[config.mk]
export PLATFORM = sky130hd
export DESIGN_NAME = uax_regs
export DESIGN_NICKNAME = d
export VERILOG_FILES = /design/src/uax_pkg.sv /design/src/uax_baud_gen.sv /design/src/uax_regs.sv /design/src/uax_tx_holding_empty_flag_gen.sv
export SDC_FILE = /design/constraint.sdc
export NUM_CORES = 1
export LEC_CHECK = 0
export ABC_CLOCK_PERIOD_IN_PS = 2400
export BUFFER_PORTS_ARGS = -buffer_cell sky130_fd_sc_hd__clkbuf_2
export CAP_MARGIN = 25
export CORE_MARGIN = 2
export CORE_UTILIZATION = 40
export CTS_CLUSTER_DIAMETER = 60
export DETAILED_ROUTE_END_ITERATION = 8
export PLACE_DENSITY = 0.8
export SYNTH_ARGS = -nofsm -noshare
export SYNTH_HDL_FRONTEND = slang
export SYNTH_HIERARCHICAL = 1
export SYNTH_SLANG_ARGS = --single-unit
[constraint.sdc]
create_clock -name CORE_CLK -period 2.4 [get_ports CORE_CLK]
set_input_delay 0.24 -clock CORE_CLK [delete_from_list [all_inputs] [get_ports CORE_CLK]]
set_output_delay 0.24 -clock CORE_CLK [all_outputs]
set_load 0.02 [all_outputs]
[src/uax_pkg.sv]
package uax_pkg;
  // Printed offsets are kept whole; the local index is the offset from the block base
  localparam logic [31:0] UAX_BASE = 32'h50001000;
  localparam logic [31:0] UAX_OFS_STET = 32'h500010a0;
  localparam logic [31:0] UAX_OFS_HALT = 32'h500010a4;
  localparam logic [31:0] UAX_OFS_ACK = 32'h500010a8;
  localparam logic [31:0] UAX_OFS_FRAC = 32'h500010c0;
  localparam logic [31:0] UAX_OFS_VERL = 32'h500010f8;
  localparam logic [31:0] UAX_OFS_VERH = 32'h500010fa;
  localparam logic [31:0] UAX_OFS_TYPL = 32'h500010fc;
  localparam logic [31:0] UAX_OFS_TYPH = 32'h500010fe;
  localparam logic [7:0] UAX_IX_STET = 8'(UAX_OFS_STET - UAX_BASE);
  localparam logic [7:0] UAX_IX_HALT = 8'(UAX_OFS_HALT - UAX_BASE);
  localparam logic [7:0] UAX_IX_ACK = 8'(UAX_OFS_ACK - UAX_BASE);
  localparam logic [7:0] UAX_IX_FRAC = 8'(UAX_OFS_FRAC - UAX_BASE);
  localparam logic [7:0] UAX_IX_VERL = 8'(UAX_OFS_VERL - UAX_BASE);
  localparam logic [7:0] UAX_IX_VERH = 8'(UAX_OFS_VERH - UAX_BASE);
  localparam logic [7:0] UAX_IX_TYPL = 8'(UAX_OFS_TYPL - UAX_BASE);
  localparam logic [7:0] UAX_IX_TYPH = 8'(UAX_OFS_TYPH - UAX_BASE);
  localparam int UAX_AW = 10;
  // Field positions
  localparam int UAX_FCW_FIFO_EN = 0;
  localparam int UAX_FCW_TET_LO = 4;
  localparam int UAX_FCW_TET_HI = 5;
  localparam int UAX_HALT_BIT = 0;
  localparam int UAX_ACK_BIT = 0;
  localparam logic [7:0] UAX_FCW_RST = 8'h00;
  // Transmit-empty thresholds, in characters left
  localparam logic [4:0] UAX_LVL_EMPTY = 5'h00;
  localparam logic [4:0] UAX_LVL_TWO = 5'h02;
  localparam logic [4:0] UAX_LVL_QTR = 5'h04;
  localparam logic [4:0] UAX_LVL_HALF = 5'h08;
  localparam logic [1:0] UAX_TET_EMPTY = 2'h0;
  localparam logic [1:0] UAX_TET_TWO = 2'h1;
  localparam logic [1:0] UAX_TET_QTR = 2'h2;
  // Divisor arithmetic: fraction in sixteenths, 16x oversampling
  localparam int UAX_FRAC_W = 4;
  localparam logic [1:0] UAX_RESP_OKAY = 2'h0;
  localparam logic [1:0] UAX_RESP_SLVERR = 2'h2;
endpackage

[src/uax_baud_gen.sv]
`timescale 1ns/1ps
`default_nettype none
module uax_baud_gen
  import uax_pkg::*;
(
  // Clock and reset
  input wire logic clk,
  input wire logic rst,
  // Divisor
  input wire logic [15:0] divisor,
  input wire logic [UAX_FRAC_W-1:0] frac,
  // Oversampling enable
  output logic tick16
);
  typedef struct packed {
    logic [15:0] cnt;
    logic [UAX_FRAC_W-1:0] acc;
    logic tick;
  } uax_baud_st_t;

  uax_baud_st_t st_r;
  uax_baud_st_t st_nxt;
  logic [UAX_FRAC_W:0] sum;

  // Period is divisor cycles, one extra whenever the sixteenths overflow
  always_comb begin
    st_nxt = st_r;
    sum = {1'b0, st_r.acc} + {1'b0, frac};
    st_nxt.tick = 1'b0;
    if (divisor == 16'h0000) begin
      st_nxt.cnt = 16'h0000;
    end else if (st_r.cnt == 16'h0000) begin
      st_nxt.tick = 1'b1;
      st_nxt.acc = sum[UAX_FRAC_W-1:0];
      st_nxt.cnt = divisor - 16'h0001 + {15'h0000, sum[UAX_FRAC_W]};
    end else begin
      st_nxt.cnt = st_r.cnt - 16'h0001;
    end
  end

  always_ff @(posedge clk) begin
    if (rst) begin
      st_r <= '0;
    end else begin
      st_r <= st_nxt;
    end
  end

  assign tick16 = st_r.tick;

  // Gap counter starts saturated, so the first tick after reset or after
  // the divisor leaves zero is not judged against a spacing it never had
  logic [16:0] gap_r;
  always_ff @(posedge clk) begin
    if (rst || divisor == 16'h0000) begin
      gap_r <= 17'h1ffff;
    end else if (st_r.tick) begin
      gap_r <= 17'h00001;
    end else if (gap_r != 17'h1ffff) begin
      gap_r <= gap_r + 17'h00001;
    end
  end

  tick_gap_a: assert property (@(posedge clk) disable iff (rst)
    st_r.tick && $past(st_r.tick, 1) == 1'b0 && $stable(divisor) && frac == '0
    && gap_r < 17'h1ffff |-> gap_r[15:0] == divisor || gap_r[15:0] == divisor + 16'h0001)
    else $error("baud tick spacing differs from divisor");
endmodule // uax_baud_gen
`default_nettype wire

[src/uax_regs.sv]
`timescale 1ns/1ps
`default_nettype none
module uax_regs
  import uax_pkg::*;
#(
  parameter bit FIFOS_PRESENT = 1'b1,
  // Identification values are arbitrary
  parameter logic [15:0] VERSION_LO = 16'h0001,
  parameter logic [15:0] VERSION_HI = 16'h0002,
  parameter logic [15:0] TYPE_LO = 16'h0003,
  parameter logic [15:0] TYPE_HI = 16'h0004
) (
  // Clock and reset
  input wire logic CORE_CLK,
  input wire logic SYS_RST,
  // AXI4-Lite write
  input wire logic [UAX_AW-1:0] S_AXI_AWADDR,
  input wire logic S_AXI_AWVALID,
  output logic S_AXI_AWREADY,
  input wire logic [31:0] S_AXI_WDATA,
  input wire logic [3:0] S_AXI_WSTRB,
  input wire logic S_AXI_WVALID,
  output logic S_AXI_WREADY,
  output logic [1:0] S_AXI_BRESP,
  output logic S_AXI_BVALID,
  input wire logic S_AXI_BREADY,
  // AXI4-Lite read
  input wire logic [UAX_AW-1:0] S_AXI_ARADDR,
  input wire logic S_AXI_ARVALID,
  output logic S_AXI_ARREADY,
  output logic [31:0] S_AXI_RDATA,
  output logic [1:0] S_AXI_RRESP,
  output logic S_AXI_RVALID,
  input wire logic S_AXI_RREADY,
  // FIFO control word from the main register file
  input wire logic FIFO_CONTROL_WR,
  input wire logic [7:0] FIFO_CONTROL_WDATA,
  output logic [7:0] FIFO_CONTROL_WORD,
  // Transmitter
  input wire logic PROGRAMMABLE_TX_EMPTY_IRQ_MODE,
  input wire logic [4:0] TX_FIFO_LEVEL,
  output logic TX_HOLDING_EMPTY_FLAG,
  output logic TX_HOLD,
  // Bit-rate generator
  input wire logic [15:0] DIVISOR,
  output logic BAUD_TICK16,
  // DMA handshake
  input wire logic DMA_TX_REQ_IN,
  input wire logic DMA_TX_SINGLE_IN,
  input wire logic DMA_RX_REQ_IN,
  input wire logic DMA_RX_SINGLE_IN,
  output logic DMA_TX_REQ,
  output logic DMA_TX_SINGLE,
  output logic DMA_RX_REQ,
  output logic DMA_RX_SINGLE
);
  // ****************************************
  // State
  // ****************************************
  typedef struct packed {
    logic aw_got;
    logic [UAX_AW-1:0] awaddr;
    logic w_got;
    logic [31:0] wdata;
    logic [3:0] wstrb;
    logic bvalid;
    logic [1:0] bresp;
    logic rvalid;
    logic [31:0] rdata;
    logic [1:0] rresp;
    logic [7:0] fcw;
    logic halt;
    logic [UAX_FRAC_W-1:0] frac;
    logic ack;
    logic [3:0] dma_blk;
  } uax_regs_st_t;

  uax_regs_st_t st_r;
  uax_regs_st_t st_nxt;
  logic do_wr;
  logic [7:0] wr_ix;
  logic [7:0] rd_ix;
  logic [3:0] dma_in;
  logic [3:0] dma_out;
  logic fifo_en;

  assign do_wr = st_r.aw_got && st_r.w_got && !st_r.bvalid;
  assign wr_ix = st_r.awaddr[UAX_AW-1:2];
  assign rd_ix = S_AXI_ARADDR[UAX_AW-1:2];
  assign dma_in = {DMA_RX_SINGLE_IN, DMA_RX_REQ_IN, DMA_TX_SINGLE_IN, DMA_TX_REQ_IN};
  assign fifo_en = st_r.fcw[UAX_FCW_FIFO_EN];

  // ****************************************
  // Next state
  // ****************************************
  always_comb begin
    st_nxt = st_r;
    st_nxt.ack = 1'b0;
    // Address and data may arrive in either order
    if (S_AXI_AWVALID && S_AXI_AWREADY) begin
      st_nxt.aw_got = 1'b1;
      st_nxt.awaddr = S_AXI_AWADDR;
    end
    if (S_AXI_WVALID && S_AXI_WREADY) begin
      st_nxt.w_got = 1'b1;
      st_nxt.wdata = S_AXI_WDATA;
      st_nxt.wstrb = S_AXI_WSTRB;
    end
    // Core write of the whole word first, so a shadow write in the
    // same cycle still lands on the trigger bits
    if (FIFO_CONTROL_WR) begin
      st_nxt.fcw = FIFO_CONTROL_WDATA;
    end
    if (do_wr) begin
      st_nxt.aw_got = 1'b0;
      st_nxt.w_got = 1'b0;
      st_nxt.bvalid = 1'b1;
      st_nxt.bresp = UAX_RESP_OKAY;
      case (wr_ix)
        UAX_IX_STET: begin
          if (st_r.wstrb[0]) begin
            st_nxt.fcw[UAX_FCW_TET_HI:UAX_FCW_TET_LO] = st_r.wdata[1:0];
          end
        end
        UAX_IX_HALT: begin
          if (st_r.wstrb[0]) begin
            st_nxt.halt = st_r.wdata[UAX_HALT_BIT];
          end
        end
        UAX_IX_ACK: begin
          if (st_r.wstrb[0]) begin
            st_nxt.ack = st_r.wdata[UAX_ACK_BIT];
          end
        end
        UAX_IX_FRAC: begin
          if (st_r.wstrb[0]) begin
            st_nxt.frac = st_r.wdata[UAX_FRAC_W-1:0];
          end
        end
        // Identification words accept and drop the data
        UAX_IX_VERL, UAX_IX_VERH, UAX_IX_TYPL, UAX_IX_TYPH: begin
          st_nxt.bresp = UAX_RESP_OKAY;
        end
        default: begin
          st_nxt.bresp = UAX_RESP_SLVERR;
        end
      endcase
    end
    if (st_r.bvalid && S_AXI_BREADY) begin
      st_nxt.bvalid = 1'b0;
    end
    // Read: data captured at the address handshake
    if (st_r.rvalid && S_AXI_RREADY) begin
      st_nxt.rvalid = 1'b0;
    end
    if (S_AXI_ARVALID && S_AXI_ARREADY) begin
      st_nxt.rvalid = 1'b1;
      st_nxt.rresp = UAX_RESP_OKAY;
      st_nxt.rdata = 32'h00000000;
      case (rd_ix)
        UAX_IX_STET: st_nxt.rdata[1:0] = st_r.fcw[UAX_FCW_TET_HI:UAX_FCW_TET_LO];
        UAX_IX_HALT: st_nxt.rdata[UAX_HALT_BIT] = st_r.halt;
        UAX_IX_ACK: st_nxt.rdata = 32'h00000000;
        UAX_IX_FRAC: st_nxt.rdata[UAX_FRAC_W-1:0] = st_r.frac;
        UAX_IX_VERL: st_nxt.rdata[15:0] = VERSION_LO;
        UAX_IX_VERH: st_nxt.rdata[15:0] = VERSION_HI;
        UAX_IX_TYPL: st_nxt.rdata[15:0] = TYPE_LO;
        UAX_IX_TYPH: st_nxt.rdata[15:0] = TYPE_HI;
        default: st_nxt.rresp = UAX_RESP_SLVERR;
      endcase
    end
    // A line stays blocked after an acknowledge until its source drops,
    // so a stale request from the core cannot re-raise it
    for (int i = 0; i < 4; i++) begin
      if (st_r.ack) begin
        st_nxt.dma_blk[i] = 1'b1;
      end else if (!dma_in[i]) begin
        st_nxt.dma_blk[i] = 1'b0;
      end
    end
  end

  always_ff @(posedge CORE_CLK) begin
    if (SYS_RST) begin
      st_r <= '0;
    end else begin
      st_r <= st_nxt;
    end
  end

  // ****************************************
  // Outputs
  // ****************************************
  assign S_AXI_AWREADY = !st_r.aw_got && !st_r.bvalid;
  assign S_AXI_WREADY = !st_r.w_got && !st_r.bvalid;
  assign S_AXI_BVALID = st_r.bvalid;
  assign S_AXI_BRESP = st_r.bresp;
  assign S_AXI_ARREADY = !st_r.rvalid;
  assign S_AXI_RVALID = st_r.rvalid;
  assign S_AXI_RDATA = st_r.rdata;
  assign S_AXI_RRESP = st_r.rresp;
  assign FIFO_CONTROL_WORD = st_r.fcw;

  // Halt only bites with FIFOs present and enabled
  assign TX_HOLD = st_r.halt && FIFOS_PRESENT && fifo_en;

  // Acknowledge pulse also masks combinationally so the drop is immediate
  assign dma_out = dma_in & ~st_r.dma_blk & {4{!st_r.ack}};
  assign DMA_TX_REQ = dma_out[0];
  assign DMA_TX_SINGLE = dma_out[1];
  assign DMA_RX_REQ = dma_out[2];
  assign DMA_RX_SINGLE = dma_out[3];

  // ****************************************
  // Submodules
  // ****************************************
  uax_tx_holding_empty_flag_gen u_tx_holding_empty_flag (
    .clk(CORE_CLK),
    .rst(SYS_RST),
    .prog_mode(PROGRAMMABLE_TX_EMPTY_IRQ_MODE),
    .fifo_en(fifo_en),
    .trigger(st_r.fcw[UAX_FCW_TET_HI:UAX_FCW_TET_LO]),
    .level(TX_FIFO_LEVEL),
    .tx_holding_empty_flag(TX_HOLDING_EMPTY_FLAG)
  );

  uax_baud_gen u_baud (
    .clk(CORE_CLK),
    .rst(SYS_RST),
    .divisor(DIVISOR),
    .frac(st_r.frac),
    .tick16(BAUD_TICK16)
  );

  // ****************************************
  // Checks
  // ****************************************
  shadow_write_a: assert property (@(posedge CORE_CLK) disable iff (SYS_RST)
    do_wr && wr_ix == UAX_IX_STET && st_r.wstrb[0] && !FIFO_CONTROL_WR
    |=> st_r.fcw[UAX_FCW_TET_HI:UAX_FCW_TET_LO] == $past(st_r.wdata[1:0])
    && st_r.fcw[3:0] == $past(st_r.fcw[3:0]) && st_r.fcw[7:6] == $past(st_r.fcw[7:6]))
    else $error("shadow write disturbed other bits or missed trigger");

  halt_set_a: assert property (@(posedge CORE_CLK) disable iff (SYS_RST)
    do_wr && wr_ix == UAX_IX_HALT && st_r.wstrb[0] && st_r.wdata[0] && fifo_en
    && !FIFO_CONTROL_WR |=> TX_HOLD)
    else $error("halt write did not stop transmitter");

  halt_ignored_a: assert property (@(posedge CORE_CLK) disable iff (SYS_RST)
    !fifo_en |-> !TX_HOLD)
    else $error("halt acted with FIFOs disabled");

  ack_drop_a: assert property (@(posedge CORE_CLK) disable iff (SYS_RST)
    do_wr && wr_ix == UAX_IX_ACK && st_r.wstrb[0] && st_r.wdata[0]
    |=> dma_out == 4'h0 ##1 dma_out == 4'h0)
    else $error("DMA lines not dropped by acknowledge");

  ack_clear_a: assert property (@(posedge CORE_CLK) disable iff (SYS_RST)
    st_r.ack |=> !st_r.ack)
    else $error("acknowledge did not clear itself");

  frac_write_a: assert property (@(posedge CORE_CLK) disable iff (SYS_RST)
    do_wr && wr_ix == UAX_IX_FRAC && st_r.wstrb[0]
    |=> st_r.frac == $past(st_r.wdata[3:0]) && $stable(st_r.fcw))
    else $error("fraction write lost");

  id_read_a: assert property (@(posedge CORE_CLK) disable iff (SYS_RST)
    S_AXI_ARVALID && S_AXI_ARREADY && rd_ix == UAX_IX_TYPH
    |=> S_AXI_RVALID && S_AXI_RDATA == {16'h0000, TYPE_HI})
    else $error("type word read wrong");

  ack_read_a: assert property (@(posedge CORE_CLK) disable iff (SYS_RST)
    S_AXI_ARVALID && S_AXI_ARREADY && rd_ix == UAX_IX_ACK
    |=> S_AXI_RDATA == 32'h00000000 && S_AXI_RRESP == UAX_RESP_OKAY)
    else $error("acknowledge register not reading zero");

  // ****************************************
  // Bus and field checks
  // ****************************************
  // A response must not move while the master has not taken it
  bresp_hold_a: assert property (@(posedge CORE_CLK) disable iff (SYS_RST)
    S_AXI_BVALID && !S_AXI_BREADY |=> S_AXI_BVALID && $stable(S_AXI_BRESP))
    else $error("write response dropped or changed before taken");

  rdata_hold_a: assert property (@(posedge CORE_CLK) disable iff (SYS_RST)
    S_AXI_RVALID && !S_AXI_RREADY
    |=> S_AXI_RVALID && $stable(S_AXI_RDATA) && $stable(S_AXI_RRESP))
    else $error("read data dropped or changed before taken");

  halt_clear_a: assert property (@(posedge CORE_CLK) disable iff (SYS_RST)
    do_wr && wr_ix == UAX_IX_HALT && st_r.wstrb[0] && !st_r.wdata[0] |=> !TX_HOLD)
    else $error("halt clear did not resume transmitter");

  ack_lines_a: assert property (@(posedge CORE_CLK) disable iff (SYS_RST)
    st_r.ack |-> dma_out == 4'h0)
    else $error("DMA line high during acknowledge");

  id_write_a: assert property (@(posedge CORE_CLK) disable iff (SYS_RST)
    do_wr && (wr_ix == UAX_IX_VERL || wr_ix == UAX_IX_TYPH) && !FIFO_CONTROL_WR
    |=> $stable(st_r.fcw) && $stable(st_r.halt) && $stable(st_r.frac))
    else $error("identification write changed a register");

  version_read_a: assert property (@(posedge CORE_CLK) disable iff (SYS_RST)
    S_AXI_ARVALID && S_AXI_ARREADY && rd_ix == UAX_IX_VERL
    |=> S_AXI_RVALID && S_AXI_RDATA == {16'h0000, VERSION_LO})
    else $error("version word read wrong");

  halt_reserved_a: assert property (@(posedge CORE_CLK) disable iff (SYS_RST)
    S_AXI_ARVALID && S_AXI_ARREADY && rd_ix == UAX_IX_HALT
    |=> S_AXI_RDATA[31:1] == 31'h00000000)
    else $error("reserved halt bits not reading zero");

  // Unmapped writes must be refused so software sees a wrong address
  unmapped_wr_a: assert property (@(posedge CORE_CLK) disable iff (SYS_RST)
    do_wr && wr_ix != UAX_IX_STET && wr_ix != UAX_IX_HALT && wr_ix != UAX_IX_ACK
    && wr_ix != UAX_IX_FRAC && wr_ix != UAX_IX_VERL && wr_ix != UAX_IX_VERH
    && wr_ix != UAX_IX_TYPL && wr_ix != UAX_IX_TYPH
    |=> S_AXI_BVALID && S_AXI_BRESP == UAX_RESP_SLVERR)
    else $error("unmapped write not refused");

  frac_hold_a: assert property (@(posedge CORE_CLK) disable iff (SYS_RST)
    !(do_wr && wr_ix == UAX_IX_FRAC) |=> $stable(st_r.frac))
    else $error("fraction changed without a write");

  halt_hold_a: assert property (@(posedge CORE_CLK) disable iff (SYS_RST)
    !(do_wr && wr_ix == UAX_IX_HALT) |=> $stable(st_r.halt))
    else $error("halt changed without a write");

  // Write side is idle again once the response has been taken
  bus_idle_a: assert property (@(posedge CORE_CLK) disable iff (SYS_RST)
    S_AXI_BVALID && S_AXI_BREADY |=> !S_AXI_BVALID && S_AXI_AWREADY && S_AXI_WREADY)
    else $error("write side not free after response");
endmodule // uax_regs
`default_nettype wire

[src/uax_tx_holding_empty_flag_gen.sv]
`timescale 1ns/1ps
`default_nettype none
module uax_tx_holding_empty_flag_gen
  import uax_pkg::*;
(
  // Clock and reset
  input wire logic clk,
  input wire logic rst,
  // Transmit state
  input wire logic prog_mode,
  input wire logic fifo_en,
  input wire logic [1:0] trigger,
  input wire logic [4:0] level,
  // Interrupt source
  output logic tx_holding_empty_flag
);
  typedef struct packed {
    logic tx_holding_empty_flag;
  } uax_tx_holding_empty_flag_st_t;

  uax_tx_holding_empty_flag_st_t st_r;
  uax_tx_holding_empty_flag_st_t st_nxt;
  logic [4:0] limit;

  always_comb begin
    st_nxt = st_r;
    case (trigger)
      UAX_TET_EMPTY: limit = UAX_LVL_EMPTY;
      UAX_TET_TWO: limit = UAX_LVL_TWO;
      UAX_TET_QTR: limit = UAX_LVL_QTR;
      default: limit = UAX_LVL_HALF;
    endcase
    // Threshold only applies in programmable mode with FIFOs on; otherwise plain empty
    if (prog_mode && fifo_en) begin
      st_nxt.tx_holding_empty_flag = (level <= limit);
    end else begin
      st_nxt.tx_holding_empty_flag = (level == UAX_LVL_EMPTY);
    end
  end

  always_ff @(posedge clk) begin
    if (rst) begin
      st_r <= '0;
    end else begin
      st_r <= st_nxt;
    end
  end

  assign tx_holding_empty_flag = st_r.tx_holding_empty_flag;

  tx_holding_empty_flag_level_a: assert property (@(posedge clk) disable iff (rst)
    prog_mode && fifo_en && trigger == UAX_TET_TWO && level == UAX_LVL_TWO
    ##1 $stable(level) |-> tx_holding_empty_flag)
    else $error("threshold interrupt missing at two characters");
endmodule // uax_tx_holding_empty_flag_gen
`default_nettype wire

== Word level (Yosys, flattened, before mapping) ==
Cells that the tools add are included.

* Bits in registers: 67
* Output and inout port bits: 56

* $add $sub $neg: 4
* Order comparisons: 1
* Eq/ne operators: 22
* Mux-type cells: 23
* Bitwise logic cells: 7
* Reduce and logical (&&, ||, !) cells: 32

{| class="wikitable"
|+ Operators with widths
! kind !! count
|-
| $eq 8x8->1 const B || 16
|-
| $mux 35 || 1
|-
| $logic_not 16->1 || 2
|-
| $sub 16x1->16 const B || 2
|-
| $add 16x1->16 || 1
|-
| $mux 16 || 1
|-
| $reduce_or 8->1 || 2
|-
| $pmux 4 s3 || 1
|-
| $logic_and 1x1->1 || 11
|-
| $mux 1 || 11
|-
| $mux 2 || 5
|-
| $reduce_or 2->1 || 5
|-
| $and 4x4->4 || 2
|-
| $ne 2x1->1 const B || 4
|-
| $mux 6 || 1
|-
| $reduce_and 3->1 || 2
|-
| $add 4x4->5 || 1
|-
| $le 5x4->1 || 1
|-
| $logic_not 1->1 || 5
|-
| $logic_not 5->1 || 1
|-
| $not 1->1 || 4
|-
| $not 4->4 || 1
|-
| $pmux 1 s4 || 1
|-
| $pmux 2 s2 || 1
|-
| other kinds (7) || 7
|}

== Depth between registers and ports, before layout ==
Gate-level depths: netlist (run 1).

* Depth in word-level cells: 4
* Gate-level depth with buffers: 13
* Depth with buffers taken out: 13

== By module ==
Netlist (run 1), hierarchy kept.

{| class="wikitable"
|+ Modules (own cells, without submodules)
! module !! times used !! cells an instance !! area each (µm²) !! sequential area each (µm²)
|-
| uax_regs || 1 || 242 || 2250.9 || 820.8
|-
| uax_baud_gen || 1 || 170 || 1500.2 || 420.4
|-
| uax_tx_holding_empty_flag_gen || 1 || 18 || 130.1 || 20.0
|}

== Worst setup path before layout (run 1) ==
OpenSTA, ideal clock, no wires.

* Kind: flip-flop to flip-flop
* Start: register st_r[5] (netlist name)
* End: register u_baud/st_r[9] (netlist name)
* Data arrival time: 2.167 ns
* Setup slack: 0.147 ns
* Cell stages (with the launch flop): 14
* Path buffers: 0
* Cell sequence: dfxtp_1 > ha_1 > inv_1 > fa_1 > inv_1 > a21o_1 > a21oi_1 > ha_1 > ha_1 > inv_1 > or3_1 > xnor2_1 > nor2_1 > a211oi_1

* Word-level cells in the longest chain between the ends: 3

{| class="wikitable"
|+ RTL lines
! element !! line !! text
|-
| from (decl) || uax_regs.sv:78 || <nowiki>uax_regs_st_t st_r;</nowiki>
|-
| from (signal assigned) || uax_regs.sv:187 || <nowiki>st_r <= st_nxt;</nowiki>
|-
| $add 4x4->5 || uax_baud_gen.sv:28 || <nowiki>sum = {1'b0, st_r.acc} + {1'b0, frac};</nowiki>
|-
| $add 16x1->16 || uax_baud_gen.sv:35 || <nowiki>st_nxt.cnt = divisor - 16'h0001 + {15'h0000, sum[UAX_FRAC_W]};</nowiki>
|-
| $mux 16 || uax_baud_gen.sv:32 || <nowiki>end else if (st_r.cnt == 16'h0000) begin</nowiki>
|-
| to (signal assigned) || uax_baud_gen.sv:45 || <nowiki>st_r <= st_nxt;</nowiki>
|-
| to (decl) || uax_baud_gen.sv:21 || <nowiki>uax_baud_st_t st_r;</nowiki>
|}

Every way passes these cells.
A chain may end at the register's enable or synchronous reset.

== Worst setup path in the final report (run 1) ==
* Start: register u_baud/st_r[1] (netlist name)
* End: register u_baud/st_r[9] (netlist name)

* Word-level cells in the longest chain between the ends: 3

{| class="wikitable"
|+ RTL lines
! element !! line
|-
| $add 4x4->5 || uax_baud_gen.sv:28
|-
| $add 16x1->16 || uax_baud_gen.sv:35
|-
| $mux 16 || uax_baud_gen.sv:32
|}

Every way passes these cells.

==> out/results.ini, run 1 <==
[clock_network]
cts_tree = done
cts_buffers = 9
clkLatencyLatePin_ns = 0.34
cts_max_path_buffers = 2
h-tree-depth = 3
cts.sinks = 63
root_buffer = clkbuf_8
path_clk_slew_ns = 0.08

[timing]
drv_slew = 0
fin_crit_ns = 2.33
finalClockSkew_ns = 0.0140
setup_viol = 0
holdWs_ns = 0.126
min_period_over_period_pct = 97.0
setup_tns_ns = 0
fmax_ghz = 0.430
rsz0062_at_grt = yes
hold_viol_final = 0
setup_slack_ns = 0.0725

[route]
via_per_inst = 4.97
drc = 0
drt_iter0_markers = 174
antenna_left = 0
route.vias.total = 3190
wl_per_cell_um = 13.1
drt-pass1-iter-count = 4
wirelength_mm = 8.43

[finish]
multi_input_area_sq_um = 2250
final_cell_mix = clkbuf_2 (88), dfxtp_1 (61), nor2_1 (52), conb_1 (30), mux2i_1 (28)
drive_gt1_share_pct = 30.2
nNetsFinal = 618
fin_util_pct = 48.3
areaGrowthSynthToFinish_pct = 16.1
final_common_cell = clkbuf_2
fin_cells = 642
antenna_cells = 0
nFillCells = 894
stdcell_area_sq_um = 4510
seq_area_sq_um = 1260

[floorplan]
start_util_pct = 41.6
io-pin-count = 154
die-area_sq_um = 10500
rows = 35
die_h_um = 103
core-area_sq_um = 9330
fp.dieW_um = 103

[critical_path]
crit_arrival_ns = 2.58
critPathSlowestCell = dfxtp_2
cp-end-kind = flip-flop
crit_fanout = 4
path_class = flip-flop to flip-flop
crit_start = u_baud/st_r[1]
critPathBufInv = 3
rr_startpoint = u_baud/st_r[1]
cp.required_ns = 2.65
ff2ff_setup_slack_ns = 0.07
path_delay_family = adder cells
crit_path_start_kind = flip-flop
path_cells = ha_4 -> inv_2 -> fa_2 -> inv_2 -> a21o_1 -> a21oi_2 -> ha_2 -> ha_4 -> inv_4 -> or3_1 -> xnor2_1 -> nor2_1 -> a211oi_1
slowest_delay_ns = 0.34

[power_and_ir_drop]
swShare_pct = 33.2
clockPowerShare_pct = 31.8
p_switching_mw = 1.18
p_int_mw = 2.37
p_leak_nw = 1.95
seq_power_share_pct = 36.9
powerDensity_nw_per_um2 = 787
p_total_mw = 3.55
peakVddDrop_mv = 0.359
pwr-share-comb_pct = 31.3

[placement]
portBuffers = 88
placed_cells = 626
hpwl_mm = 6.44
place.gp.congestion = 0.912
place_ws_ns = -0.0453
post_dp_cell_area_sq_um = 4220

[global_route]
grt.total_usage_pct = 16.5
antenna_found_initial = 0
grt_max_degree = 36
grt_pass1_vias = 3050
grt_pass1_wl_mm = 13.7
grt.overflow.total = 0

[logic_synthesis]
ys_seq_area_share_pct = 32.5
synthAdderAreaFrac_pct = 4.06
synth-simple-area-share_pct = 24.6
synth_xor_xnor_area_share_pct = 6.54
syn_area_sq_um = 3880
ys.flop_type = dfxtp_1
synth_top_family_by_area = simple AND/OR/NAND/NOR gates
ys_ff_latch = 63
synth_cell_types = 62
syn_avg_cell_area_sq_um = 9.03
synth-compound-area-share_pct = 11.4
syn_inst = 430
synth.area.mux_share_pct = 7.51
synth_warnings = 6
synth-edff-count = 0
synthArstFlopShare_pct = 0

[outcome]
status = finished clean

[worst_hold_path]
min_path_type = primary input to flip-flop
min-delay-start = FIFO_CONTROL_WDATA[0]

[flow_run]
max_cap_violations = 0

[worst paths after layout]
path                                             end  cells past startpoint
worst max-delay path                  u_baud/st_r[9]                     13
worst min-delay path            FIFO_CONTROL_WORD[0]                      3
worst max register to register        u_baud/st_r[9]                     13
worst min register to register        u_baud/st_r[4]                      2
[cells in the mapped netlist (8+ instances only)]
cell type | n | area [sq um]
inv_1 | 13 | 48.8
mux2i_1 | 28 | 280
nand3_1 | 18 | 90.1
a21oi_1 | 15 | 75.1
xnor2_1 | 13 | 114
buf_4 | 47 | 353
ha_1 | 11 | 138
dfxtp_1 | 63 | 1260
nor2_1 | 52 | 195
buf_6 | 8 | 90.1
nand2_1 | 13 | 48.8
nand2b_1 | 14 | 87.6
nor3_1 | 8 | 40.0
xor2_1 | 16 | 140
[power groups by stage]
stage	Sequential (mW)	Clock [mW]	Combinational, mW
after floorplan	1.31	0	0.900
after global placement	1.32	0	1.07
after detailed placement	1.33	0	1.09
after CTS	1.31	1.16	1.10
after global routing	1.33	1.21	1.22
final	1.31	1.13	1.11
[registers in the layout, indices dropped and copies added (netlist names)]
register,count
S_AXI_RRESP,1
u_tx_holding_empty_flag/tx_holding_empty_flag,1
S_AXI_BVALID,1
S_AXI_RVALID,1
u_baud/st_r,20
S_AXI_RDATA,4
u_baud/tick16,1
st_r,25
FIFO_CONTROL_WORD,8
S_AXI_BRESP,1
[layer usage]
| metal | track usage [%] | vias to the layer above | share of wire [%] | wire, um |
|---|---|---|---|---|
| met4 | 7.28 | 0 | 1.7 | 142 |
| met5 | 0 | - | 0 | 0 |
| li1 | - | 1596 | - | - |
| met2 | 27.8 | 101 | 50 | 4180 |
| met1 | 20.7 | 1479 | 44 | 3730 |
| met3 | 2.98 | 14 | 4.5 | 379 |
[kinds of logic after synthesis]
logic type,count (synthesis)
AO/OA/AOI/OAI,59
XOR/XNOR,29
adder cells (fa/ha/maj),12
buffers and inverters,74
flip-flops,63
multiplexers,29
other,1
AND/OR/NAND/NOR,163
[area by class of cell]
class / instances / area share, %
clock buffer: 9 / 2.75
timing repair buffer: 99 / 11.9
tap: 129 / 3.58
sequential: 63 / 28.0
inverter: 13 / 1.14
multi-input combinational: 322 / 49.9
clock inverter: 7 / 2.67
[worst register-to-register path, cell delays in order (launching register included)]
cell and delay, ns:
dfxtp_2 0.34, ha_4 0.16, inv_2 0.05, fa_2 0.20, inv_2 0.03, a21o_1 0.18, a21oi_2 0.15, ha_2 0.22
ha_4 0.15, inv_4 0.04, or3_1 0.32, xnor2_1 0.16, nor2_1 0.05, a211oi_1 0.20
[what timing repair did]
action,in CTS,in global routing
hold buffers,0,0
setup buffers,0,0
resized for setup,6,8
cloned,0,0
pin swaps,4,5
setup endpoints to repair,2,4
Note: power is estimated with default switching activity, not from simulation.
==> inputs of run 2 (changes only) <==
CORE_UTILIZATION = 44   (was 40)
PLACE_DENSITY = 0.85   (was 0.8)
==> out/results.ini, run 2 (synthesis results as in run 1) <==
[outcome]
status = finished clean

[timing]
finalClockSkew_ns = 0.00816
holdWs_ns = 0.135
slew_headroom_pct = 66.8
fmax_ghz = 0.427
worst_pin_slew_ns = 0.494
min_period_over_period_pct = 97.7
fin_crit_ns = 2.34
drv_slew = 0
setup_viol = 0
hold_viol_final = 0

[global_route]
antenna_found_initial = 0
grt_pass1_wl_mm = 13.4
grt.total_usage_pct = 16.8
grt_pass1_vias = 2985
grt_max_degree = 47
grt.overflow.total = 0

[clock_network]
cts_buffers = 9
clkLatencyLatePin_ns = 0.34
root_buffer = clkbuf_8
cts_max_path_buffers = 2
path_clk_slew_ns = 0.08
cts.sinks = 63
cts_tree = done
hold_buffers = 0
h-tree-depth = 3

[worst_hold_path]
worstHoldEndpoint = st_r[96]
min_path_cells = 3
min_path_type = primary input to flip-flop
min-delay-start = S_AXI_AWADDR[3]

[critical_path]
critPathSlowestCell = or3_4
cp-end-kind = flip-flop
r2r_cells = 13
critPathBufInv = 3
crit_path_start_kind = flip-flop
crit_arrival_ns = 2.60
path_delay_family = adder cells
path_class = flip-flop to flip-flop
rr_endpoint = u_baud/st_r[9]
path_cells = ha_2 -> inv_2 -> fa_2 -> inv_1 -> a21o_1 -> a21oi_2 -> ha_4 -> ha_4 -> inv_2 -> or3_4 -> xnor2_2 -> nor2_2 -> a211oi_2
rr_startpoint = u_baud/st_r[1]
slowest_delay_ns = 0.34
ff2ff_setup_slack_ns = 0.06
crit_fanout = 4
cp.required_ns = 2.65

[route]
drt_iter0_markers = 106
antenna_left = 0
drc = 0
via_per_inst = 5.16
drt-pass1-iter-count = 4
wl_per_cell_um = 13.4
wirelength_mm = 8.34
route.vias.total = 3210

[finish]
nFillCells = 805
largest_reg_flops = 25
areaGrowthSynthToFinish_pct = 15.2
fin_cells = 622
nNetsFinal = 619
antenna_cells = 0
final_common_cell = clkbuf_2
drive_gt1_share_pct = 30.9
final_cell_mix = clkbuf_2 (88), dfxtp_1 (61), nor2_1 (51), conb_1 (30), mux2i_1 (28)
regMostFlops = st_r

[floorplan]
die_h_um = 97.9
fp.dieW_um = 97.9
start_util_pct = 44.9
die-area_sq_um = 9590
rows = 34
core-area_sq_um = 8640
io-pin-count = 154

[placement]
placed_cells = 605
place.gp.congestion = 0.852
hpwl_mm = 6.24
portBuffers = 88

[power_and_ir_drop]
p_switching_mw = 1.18
p_leak_nw = 1.96
powerDensity_nw_per_um2 = 766
pwr-share-comb_pct = 32.1
p_int_mw = 2.25
swShare_pct = 34.4
peakVddDrop_mv = 0.335
seq_power_share_pct = 38.3
clockPowerShare_pct = 29.6

[flow_run]
max_cap_violations = 0

run 2: per-stage QoR:
step / worst slack (ns) / utilization (%) / total power, mW / cell area (sq um) / TNS (ns)
2_1_floorplan: 0.147 / - / 2.21 / 3990 / 0
3_3_place_gp: 0.0431 / 48.4 / 2.35 / 4180 / 0
3_5_place_dp: -0.0389 / 48.4 / 2.39 / 4180 / -0.0389
4_1_cts: 0.0190 / 51.3 / 3.41 / 4430 / 0
5_1_grt: -0.0266 / 51.8 / 3.62 / 4470 / -0.0266
6_report: 0.0560 / 51.8 / 3.43 / 4470 / 0
run 2: tightest hold or removal path: cells and delay by family:
kind	cells	cell delay [ns]
muxes	1	0.05
buffers and inverters	1	0.07
and+or+nand+nor	1	0.07
run 2: per-layer routing:
layer	wire, um	GRT usage, %	part of all wire (%)
met1	3590	20.4	43
met2	4120	28.8	49
met3	460	4.22	5.5
met4	165	6.41	2.0
met5	0	0	0
run 2: worst max path at each step:
stage | from | endpoint | slack [ns] | cells after the start
finish | u_baud/st_r[1] | u_baud/st_r[9] | 0.06 | 13
global route | u_baud/st_r[1] | u_baud/st_r[9] | -0.03 | 13
CTS | u_baud/st_r[1] | u_baud/st_r[9] | 0.02 | 13
detailed placement | u_baud/st_r[1] | u_baud/st_r[9] | -0.04 | 13
global placement | u_baud/st_r[1] | u_baud/st_r[9] | 0.04 | 13
floorplan | st_r[5] | u_baud/st_r[9] | 0.15 | 13
run 2: area by class of cell:
cell class / count / area [sq um] / area share [%]
Clock buffer: 9 / 124 / 2.77
Clock inverter: 7 / 95.1 / 2.13
Inverter: 13 / 48.8 / 1.09
Multi-Input combinational cell: 322 / 2270 / 50.8
Sequential cell: 63 / 1260 / 28.3
Tap cell: 108 / 135 / 3.02
Timing Repair Buffer: 100 / 531 / 11.9
run 2: power by group through the flow:
| stage | logic, mW | registers (mW) | clock network, mW |
|---|---|---|---|
| 2_1_floorplan | 0.900 | 1.31 | 0 |
| 3_3_place_gp | 1.03 | 1.32 | 0 |
| 3_5_place_dp | 1.06 | 1.33 | 0 |
| 4_1_cts | 1.07 | 1.31 | 1.03 |
| 5_1_grt | 1.20 | 1.33 | 1.09 |
| 6_report | 1.10 | 1.31 | 1.01 |
run 2: what timing repair did:
action                     4_1_cts  5_1_grt
setup buffers                    1        0
pin swaps                        4        6
setup endpoints to repair        1        8
resized for setup                6       10
cloned                           0        0
